`config.mk`:
```
export PLATFORM = sky130hd
export DESIGN_NAME = cgsc_regs
export DESIGN_NICKNAME = d
export VERILOG_FILES = /design/src/cgsc_pkg.sv /design/src/cgsc_regs.sv
export SDC_FILE = /design/constraint.sdc
export NUM_CORES = 1
export LEC_CHECK = 0
export ABC_CLOCK_PERIOD_IN_PS = 2950
export BUFFER_PORTS_ARGS = -buffer_cell sky130_fd_sc_hd__buf_2
export CAP_MARGIN = 10
export CORE_UTILIZATION = 51
export CTS_CLUSTER_SIZE = 8
export DETAILED_ROUTE_END_ITERATION = 8
export PLACE_DENSITY = 0.73
export SKIP_LAST_GASP = 1
export SYNTH_ARGS = -nofsm -noshare
export SYNTH_HDL_FRONTEND = slang
export SYNTH_SLANG_ARGS = --single-unit
```
`constraint.sdc`:
```
create_clock -name I_CLK_SYS -period 2.95 [get_ports I_CLK_SYS]
set_input_delay 0.59 -clock I_CLK_SYS [delete_from_list [all_inputs] [get_ports I_CLK_SYS]]
set_output_delay 0.59 -clock I_CLK_SYS [all_outputs]
set_load 0.01 [all_outputs]
```
`src/cgsc_pkg.sv`:
```
/*
  Shared constants and types of the serial clock configuration block.
  Assumes a single system clock domain; the serial link is sampled, not clocked.
*/
package cgsc_pkg;

  // Register indices on the serial link
  localparam logic [7:0] IDX_FUNC = 8'h00;
  localparam logic [7:0] IDX_HOST = 8'h01;
  localparam logic [7:0] IDX_BUS  = 8'h02;
  localparam logic [7:0] IDX_MEM  = 8'h03;
  localparam logic [7:0] IDX_PERI = 8'h05;

  // Field positions in the function register
  localparam int FN_SPREAD_DOWN = 7;
  localparam int FN_SRC         = 3;
  localparam int FN_CODE_MSB    = 2;
  localparam int FN_SPREAD_EN   = 1;
  localparam int FN_TRISTATE    = 0;

  // Values after reset, reserved bits and unmapped reads
  localparam logic [7:0] FUNC_RST    = 8'h00;
  localparam logic [2:0] HOST_EN_RST = 3'h7;
  localparam logic [5:0] BUS_EN_RST  = 6'h3f;
  localparam logic [7:0] MEM_EN_RST  = 8'hff;
  localparam logic [3:0] PERI_EN_RST = 4'hf;
  localparam logic [3:0] HOST_RSV    = 4'hf;
  localparam logic       RSV_BIT     = 1'h1;
  localparam logic [7:0] UNMAPPED_RD = 8'h00;

  // Bit counter values and strap capture delay after reset release
  localparam logic [3:0] BITS_PER_BYTE = 4'h8;
  localparam logic [1:0] LAT_WAIT      = 2'h3;

  typedef enum logic [2:0] {ST_IDLE, ST_ADDR, ST_IDX, ST_WR, ST_RD} cgsc_st_e;

  // Power-on strap pins
  typedef struct packed {
    logic fs2;
    logic fs1;
    logic fs0;
    logic mem_sel;
  } cgsc_pins_s;

  // Writable register state
  typedef struct packed {
    logic [7:0] func;
    logic [2:0] host;
    logic [5:0] bus;
    logic [7:0] mem;
    logic [3:0] peri;
  } cgsc_regs_s;

  // Controls handed to the synthesizer and output drivers
  typedef struct packed {
    logic       spread_down;
    logic       spread_en;
    logic       tristate;
    logic       freq_from_reg;
    logic [3:0] freq_code;
    logic [2:0] host_en;
    logic [5:0] bus_en;
    logic [7:0] mem_en;
    logic [3:0] peri_en;
  } cgsc_cfg_s;

endpackage : cgsc_pkg

```
`src/cgsc_regs.sv`:
```
/*
  Serially programmed configuration registers with a two-wire slave.
  Assumes SCL, SDA and strap pins arrive asynchronously and that the
  surrounding pad resolves SDA from the active-low output enable.
*/
`timescale 1ns/1ps

// Notes on behaviour
// - Bit 7 picks centre or down spread
// - Code is bits 2,6,5,4, bit 2 first
// - Bit 3 picks strap pins or register code
// - Bit 1 turns spread modulation on
// - Bit 0 tristates all clock outputs
// - After power-up straps set the frequency
// - Unwritten code bits read back revision code
// - Enable one runs clock, zero holds low
// - Host enables bits 3..1, upper bits reserved ones
// - Host register bit 0 shows strap zero
// - Memory enables bit n gates output n
// - Peripheral bits 4,2..0 gate outputs, reserved ones
// - Peripheral bits 6 and 3 show straps
// - Bus bit 6 free-running, bits 4..0 outputs
// - Bus bit 7 shows strap one
// - Function register resets to zero
// - All bytes reached over two-wire link
module cgsc_regs #(
  parameter logic [6:0] DEV_ADDR = 7'h69,
  parameter logic [3:0] REV_ID   = 4'h3  // Arbitrary value
) (
  input  wire logic                I_CLK_SYS,
  input  wire logic                I_SYS_RST,
  input  wire logic                I_SCL,
  input  wire logic                I_SDA,
  output logic                     O_SDA,
  output logic                     O_SDA_OE_N,
  input  wire cgsc_pkg::cgsc_pins_s I_PINS,
  output cgsc_pkg::cgsc_cfg_s      O_CFG
);

  logic [5:0]           sync1_q;
  logic [5:0]           sync2_q;
  logic                 scl_p_q;
  logic                 sda_p_q;
  logic                 scl_s;
  logic                 sda_s;
  logic                 scl_rise;
  logic                 scl_fall;
  logic                 start;
  logic                 stop;
  cgsc_pkg::cgsc_pins_s pins_s;
  cgsc_pkg::cgsc_pins_s lat_q, lat_d;
  logic [1:0]           lat_cnt_q, lat_cnt_d;
  logic                 lat_done_q, lat_done_d;
  cgsc_pkg::cgsc_st_e   st_q, st_d;
  logic [3:0]           cnt_q, cnt_d;
  logic                 ack_q, ack_d;
  logic                 mack_q, mack_d;
  logic [7:0]           sh_q, sh_d;
  logic [7:0]           tx_q, tx_d;
  logic [7:0]           idx_q, idx_d;
  logic                 oen_q, oen_d;
  logic                 b0w_q, b0w_d;
  cgsc_pkg::cgsc_regs_s regs_q, regs_d;
  cgsc_pkg::cgsc_cfg_s  cfg_q, cfg_d;
  logic                 wr_en;
  logic                 rd_load;
  logic [7:0]           rd_byte;

  // Pins pass two flops; the second stage, plus a third one for SCL and SDA, feeds logic
  always_ff @(posedge I_CLK_SYS or posedge I_SYS_RST) begin
    if (I_SYS_RST) begin
      sync1_q <= 6'h3f;
      sync2_q <= 6'h3f;
      scl_p_q <= 1'b1;
      sda_p_q <= 1'b1;
    end else begin
      sync1_q <= {I_SCL, I_SDA, I_PINS};
      sync2_q <= sync1_q;
      scl_p_q <= sync2_q[5];
      sda_p_q <= sync2_q[4];
    end
  end

  assign scl_s    = sync2_q[5];
  assign sda_s    = sync2_q[4];
  assign pins_s   = sync2_q[3:0];
  assign scl_rise = scl_s & ~scl_p_q;
  assign scl_fall = ~scl_s & scl_p_q;
  assign start    = scl_s & scl_p_q & sda_p_q & ~sda_s;
  assign stop     = scl_s & scl_p_q & ~sda_p_q & sda_s;

  // Straps are caught once, after the synchroniser has filled
  always_comb begin
    lat_d      = lat_q;
    lat_cnt_d  = lat_cnt_q;
    lat_done_d = lat_done_q;
    if (!lat_done_q) begin
      if (lat_cnt_q == cgsc_pkg::LAT_WAIT) begin
        lat_d      = pins_s;
        lat_done_d = 1'b1;
      end else begin
        lat_cnt_d = 2'(lat_cnt_q + 2'h1);
      end
    end
  end

  always_ff @(posedge I_CLK_SYS or posedge I_SYS_RST) begin
    if (I_SYS_RST) begin
      lat_q      <= '0;
      lat_cnt_q  <= 2'h0;
      lat_done_q <= 1'b0;
    end else begin
      lat_q      <= lat_d;
      lat_cnt_q  <= lat_cnt_d;
      lat_done_q <= lat_done_d;
    end
  end

  // Read mux; mirrors and reserved bits come from straps and constants
  always_comb begin
    unique case (idx_q)
      cgsc_pkg::IDX_FUNC: begin
        rd_byte = regs_q.func;
        if (!b0w_q) begin
          rd_byte[6:4] = REV_ID[2:0];
          rd_byte[cgsc_pkg::FN_CODE_MSB] = REV_ID[3];
        end
      end
      cgsc_pkg::IDX_HOST:
        rd_byte = {cgsc_pkg::HOST_RSV, regs_q.host, lat_q.fs0};
      cgsc_pkg::IDX_BUS:
        rd_byte = {lat_q.fs1, regs_q.bus[5], cgsc_pkg::RSV_BIT,
                   regs_q.bus[4:0]};
      cgsc_pkg::IDX_MEM:  rd_byte = regs_q.mem;
      cgsc_pkg::IDX_PERI:
        rd_byte = {cgsc_pkg::RSV_BIT, lat_q.fs2, cgsc_pkg::RSV_BIT,
                   regs_q.peri[3], lat_q.mem_sel, regs_q.peri[2:0]};
      default: rd_byte = cgsc_pkg::UNMAPPED_RD;
    endcase
  end

  // Two-wire slave: index byte, then auto-incrementing data bytes
  always_comb begin
    st_d    = st_q;
    cnt_d   = cnt_q;
    ack_d   = ack_q;
    mack_d  = mack_q;
    sh_d    = sh_q;
    tx_d    = tx_q;
    idx_d   = idx_q;
    oen_d   = oen_q;
    regs_d  = regs_q;
    b0w_d   = b0w_q;
    wr_en   = 1'b0;
    rd_load = 1'b0;
    if (start) begin
      st_d  = cgsc_pkg::ST_ADDR;
      cnt_d = 4'h0;
      ack_d = 1'b0;
      oen_d = 1'b1;
    end else if (stop) begin
      st_d  = cgsc_pkg::ST_IDLE;
      ack_d = 1'b0;
      oen_d = 1'b1;
    end else if (scl_rise && st_q != cgsc_pkg::ST_IDLE) begin
      if (ack_q) begin
        if (st_q == cgsc_pkg::ST_RD) mack_d = ~sda_s;
      end else if (cnt_q != cgsc_pkg::BITS_PER_BYTE) begin
        sh_d  = {sh_q[6:0], sda_s};
        cnt_d = 4'(cnt_q + 4'h1);
      end
    end else if (scl_fall && st_q != cgsc_pkg::ST_IDLE) begin
      if (ack_q) begin
        ack_d = 1'b0;
        cnt_d = 4'h0;
        oen_d = 1'b1;
        if (st_q == cgsc_pkg::ST_RD) begin
          // A master not-acknowledge ends the read burst
          if (mack_q) begin
            rd_load = 1'b1;
            tx_d    = rd_byte;
            idx_d   = 8'(idx_q + 8'h1);
            oen_d   = rd_byte[7];
          end else begin
            st_d = cgsc_pkg::ST_IDLE;
          end
        end
      end else if (cnt_q == cgsc_pkg::BITS_PER_BYTE) begin
        unique case (st_q)
          cgsc_pkg::ST_ADDR: begin
            if (sh_q[7:1] == DEV_ADDR) begin
              ack_d  = 1'b1;
              oen_d  = 1'b0;
              mack_d = 1'b1;
              st_d   = sh_q[0] ? cgsc_pkg::ST_RD : cgsc_pkg::ST_IDX;
            end else begin
              st_d = cgsc_pkg::ST_IDLE;
            end
          end
          cgsc_pkg::ST_IDX: begin
            idx_d = sh_q;
            ack_d = 1'b1;
            oen_d = 1'b0;
            st_d  = cgsc_pkg::ST_WR;
          end
          cgsc_pkg::ST_WR: begin
            wr_en = 1'b1;
            ack_d = 1'b1;
            oen_d = 1'b0;
            idx_d = 8'(idx_q + 8'h1);
          end
          cgsc_pkg::ST_RD: begin
            ack_d = 1'b1;
            oen_d = 1'b1;
          end
          cgsc_pkg::ST_IDLE: begin
          end
        endcase
      end else if (st_q == cgsc_pkg::ST_RD) begin
        tx_d  = {tx_q[6:0], 1'b0};
        oen_d = tx_q[6];
      end
    end
    // Only implemented function and enable bits take writes
    if (wr_en) begin
      case (idx_q)
        cgsc_pkg::IDX_FUNC: begin
          regs_d.func = sh_q;
          b0w_d       = 1'b1;
        end
        cgsc_pkg::IDX_HOST: regs_d.host = sh_q[3:1];
        cgsc_pkg::IDX_BUS:  regs_d.bus  = {sh_q[6], sh_q[4:0]};
        cgsc_pkg::IDX_MEM:  regs_d.mem  = sh_q;
        cgsc_pkg::IDX_PERI: regs_d.peri = {sh_q[4], sh_q[2:0]};
        default: ;
      endcase
    end
  end

  // Controls are registered from the next register state, so they change in the same cycle as it
  always_comb begin
    cfg_d.spread_down   = regs_d.func[cgsc_pkg::FN_SPREAD_DOWN];
    cfg_d.spread_en     = regs_d.func[cgsc_pkg::FN_SPREAD_EN];
    cfg_d.tristate      = regs_d.func[cgsc_pkg::FN_TRISTATE];
    cfg_d.freq_from_reg = regs_d.func[cgsc_pkg::FN_SRC];
    // Source select, code order, bit 2 first
    cfg_d.freq_code = cfg_d.freq_from_reg
      ? {regs_d.func[cgsc_pkg::FN_CODE_MSB], regs_d.func[6:4]}
      : {lat_d.mem_sel, lat_d.fs2, lat_d.fs1, lat_d.fs0};
    cfg_d.host_en = regs_d.host;
    cfg_d.bus_en  = regs_d.bus;
    cfg_d.mem_en  = regs_d.mem;
    cfg_d.peri_en = regs_d.peri;
  end

  always_ff @(posedge I_CLK_SYS or posedge I_SYS_RST) begin
    if (I_SYS_RST) begin
      st_q   <= cgsc_pkg::ST_IDLE;
      cnt_q  <= 4'h0;
      ack_q  <= 1'b0;
      mack_q <= 1'b0;
      sh_q   <= 8'h00;
      tx_q   <= 8'h00;
      idx_q  <= 8'h00;
      oen_q  <= 1'b1;
      b0w_q  <= 1'b0;
      regs_q <= {cgsc_pkg::FUNC_RST, cgsc_pkg::HOST_EN_RST,
                 cgsc_pkg::BUS_EN_RST, cgsc_pkg::MEM_EN_RST,
                 cgsc_pkg::PERI_EN_RST};
      cfg_q  <= {8'h00, cgsc_pkg::HOST_EN_RST, cgsc_pkg::BUS_EN_RST,
                 cgsc_pkg::MEM_EN_RST, cgsc_pkg::PERI_EN_RST};
    end else begin
      st_q   <= st_d;
      cnt_q  <= cnt_d;
      ack_q  <= ack_d;
      mack_q <= mack_d;
      sh_q   <= sh_d;
      tx_q   <= tx_d;
      idx_q  <= idx_d;
      oen_q  <= oen_d;
      b0w_q  <= b0w_d;
      regs_q <= regs_d;
      cfg_q  <= cfg_d;
    end
  end

  // Open drain: the line is only ever pulled low
  assign O_SDA      = 1'b0;
  assign O_SDA_OE_N = oen_q;
  assign O_CFG      = cfg_q;
endmodule : cgsc_regs

```
==> metrics.md <==
| Metric | Value |
|---|---|
| CP max-delay cell | or4_1 |
| Synth async-reset ratio | 100% |
| R2r startpoint | idx_q[3] |
| Worst setup endpoint | regs_q[27] |
| Die X | 95.3 µm |
| Finished Cell Area | 4740 µm² |
| GRT Overall Usage | 23.0% |
| Port bufs | 37 |
| Site Rows | 33 |
| Static leakage | 2.13 nW |
| Drt total wl | 9670 µm |
| Crit path launch | idx_q[3] |
| Max-slew violations | 0 |
| Clock Latency Late Sink | 0.37 ns |
| Net switching power | 0.000573 W |
| Sequential-to-total area share from yosys stat | 50.6% |
| Vias | 3142 |
| FF-to-FF setup slack | 0.50 ns |
| Drt initial violations | 264 |
| Final setup viols | 0 |
| Wire per inst | 18.4 µm |
| Sequential power share | 57.2% |
| Synthesis Warnings | 0 |
| Synthesized flop and latch total | 88 |
| CP required | 3.21 ns |
| Max cap viols | 0 |
| Clock Skew | 0.0147 ns |
| DP HPWL | 6640 µm |
| Synthesized area | 4440 µm² |
| Pwr Density | 477 nW/µm² |
| Max_slew headroom | 43.6% |
| Syn Inst Count | 409 |
| Core box area | 8300 µm² |
| R2R depth | 5 |
| DP Area | 4530 µm² |
| Crit Path Max Fanout | 13 |
| IO Pins | 39 |
| Cts hold-fix bufs | 0 |
| Crit path cell chain | or4_1 > or2_1 > nor4b_4 > nand2_2 > mux2_2 |
| CTS root buf | clkbuf_8 |
| Worst Setup Path Type | reg2reg |
| Internal power | 0.00169 W |
| Critical path startpoint category | flop |
| ANT nets after route | 0 |
| # clock sinks | 88 |
| Number of synthesized flops with an enable pin | 0 |
| Vias in the first global route | 3073 |
| Sw Share | 25.4% |
| Avg Inst Size Synth | 10.9 µm² |
| First-pass GRT wire length | 15500 µm |
| Congestion Overflow GR | 0 |
| Setup crit end kind | flop |
| Reg2reg end | regs_q[27] |
| Final worst path period need | 2.45 ns |
| Initial Util | 53.5% |
| Worst vdd ir | 340 µV |
| CTS H-tree depth | 3 |
| Final Cycle Share | 83.1% |
| First-pass DRT Iterations | 5 |
| Number of buffers created by CTS | 9 |
| Power share of the clock group | 38.2% |
| Die footprint | 9080 µm² |
| Fmax | 408 MHz |
| Crit path DAT | 2.71 ns |
| Resized Gates After CTS | 0 |
| Share of cells above drive strength 1 | 34.4% |
| Syn-to-layout area delta | 6.71% |
| Clk buf depth | 2 |
| DRC | 0 |
| Hold Crit Class | in2async |
| Dominant synthesized flop cell | dfrtp_1 |
| Initial antenna violation count | 0 |
| Antenna diodes | 0 |
| Post-CTS Setup Repair Bufs | 0 |
| Max incr delay on CP | 0.57 ns |
| Register clock-pin slew on the reported worst setup and hold paths | 0.10 ns |
| GPL Wtd Cong | 0.879 |
| Chip height | 95.3 µm |
| Setup TNS | 0 ns |
| Power consumption | 0.00226 W |
| Vias per std cell | 5.97 |
| Hold Fails Final Rpt | 0 |
| Combinational power share | 4.6% |
| Status | finished, final reports clean |
| RSZ-0062 raised after global routing | no |
| Largest net degree at the start of global routing | 89 |
| Count of cell types in the netlist | 52 |
| Nets | 431 |
| Syn nets | 424 |
| Worst-Margin Slew | 0.846 ns |
| CTS tree | done |
routing by layer:
metal	global-route usage (%)	vias to the layer above	share of wire (%)	wire (µm)
li1	-	1453	-	-
met1	31.3	1576	45	4310
met2	37.4	96	48	4660
met3	3.83	17	5.5	536
met4	7.70	0	1.7	168
met5	0	-	0	0
final cells by class:
class                      count  area [µm²]
clock buffer                  11         163
multi-input combinational    262        1860
tap                          105         131
sequential                    88        2250
timing repair buffer          43         243
fill                         713        3560
inverter                      12        46.3
clock inverter                 5        42.5
critical path, delay by kind of cell, from the launching register on:
| kind | cells | cell delay, ns |
|---|---|---|
| flip-flops | 1 | 0.46 |
| AND/OR/NAND/NOR | 4 | 1.52 |
| multiplexers | 1 | 0.36 |
state kept, by name (all words and copies together), names as in the netlist, 2 cells and up:
| register | count |
|---|---|
| sync2_q | 6 |
| lat_cnt_q | 2 |
| sync1_q | 6 |
| O_CFG | 26 |
| st_q | 3 |
| sh_q | 8 |
| cnt_q | 4 |
| tx_q | 7 |
| lat_q | 4 |
| regs_q | 7 |
| idx_q | 8 |
Yosys cell counts (all sizes together) (3+ instances only):
library cell   n  share of area, %
o21ai         23               2.6
clkbuf        17               1.4
and3           9               1.3
a22oi          7               1.2
mux2i         17               3.8
o22ai          3              0.42
nor2b          5              0.70
a31oi         10               1.4
a21oi         18               2.0
dfrtp         52                29
a2bb2oi        3              0.59
nand4          3              0.42
nand2         30               2.6
nor3           7              0.79
nor2          23               1.9
dfstp         36                21
mux2          44                11
ha             7               2.0
buf           30               4.9
inv           12               1.0
nand3         14               1.6
cells in the final DEF (no fill, tap or decap), types with 3 or more instances in the layout:
master and count:
a21oi_1 18, a22oi_1 7, a2bb2oi_1 3, a31oi_1 10
and3_1 9, buf_2 37, buf_4 5, clkbuf_8 10
dfrtp_1 52, dfstp_2 36, ha_1 7, inv_1 11
mux2_2 44, mux2i_1 17, nand2_1 28, nand3_1 14
nand4_1 3, nor2_1 23, nor2b_1 5, nor3_1 7
o21ai_0 23, o22ai_1 3
logic make-up after synthesis:
family / after synthesis / share of synthesized area [%]
compound gates: 82 / 11.7
simple gates: 109 / 12.8
other cells: 1 / 0.0845
buf+inv: 59 / 7.38
fa+ha+maj: 7 / 1.97
xor+xnor: 2 / 0.395
flops: 88 / 50.6
mux: 61 / 15.0
through the flow:
step	hold WS (ns)	instances	utilization, %	setup slack [ns]
detailed placement	0.347	510	54.6	0.522
floorplan	0.345	409	-	0.141
global placement	0.346	510	54.6	0.581
global route	0.291	526	57.1	0.365
finish	0.284	526	57.1	0.500
CTS	0.302	526	57.1	0.498
how the worst min path moves through the flow:
stage / end / cells past startpoint
after floorplan: sync2_q[0] / 0
after global placement: sync2_q[2] / 0
after detailed placement: sync2_q[5] / 0
after CTS: sync1_q[5] / 1
after global routing: sync1_q[5] / 1
final: cnt_q[0] / 3
power by group through the flow:
| stage | logic, W | clock network (W) | registers [W] |
|---|---|---|---|
| 2_1_floorplan | 0.0000847 | 0 | 0.00129 |
| 3_3_place_gp | 0.000101 | 0 | 0.00131 |
| 3_5_place_dp | 0.000105 | 0 | 0.00131 |
| 4_1_cts | 0.000106 | 0.000872 | 0.00129 |
| 5_1_grt | 0.000118 | 0.000915 | 0.00130 |
| 6_report | 0.000103 | 0.000863 | 0.00129 |
No activity file was read; power rests on OpenSTA's default activity.
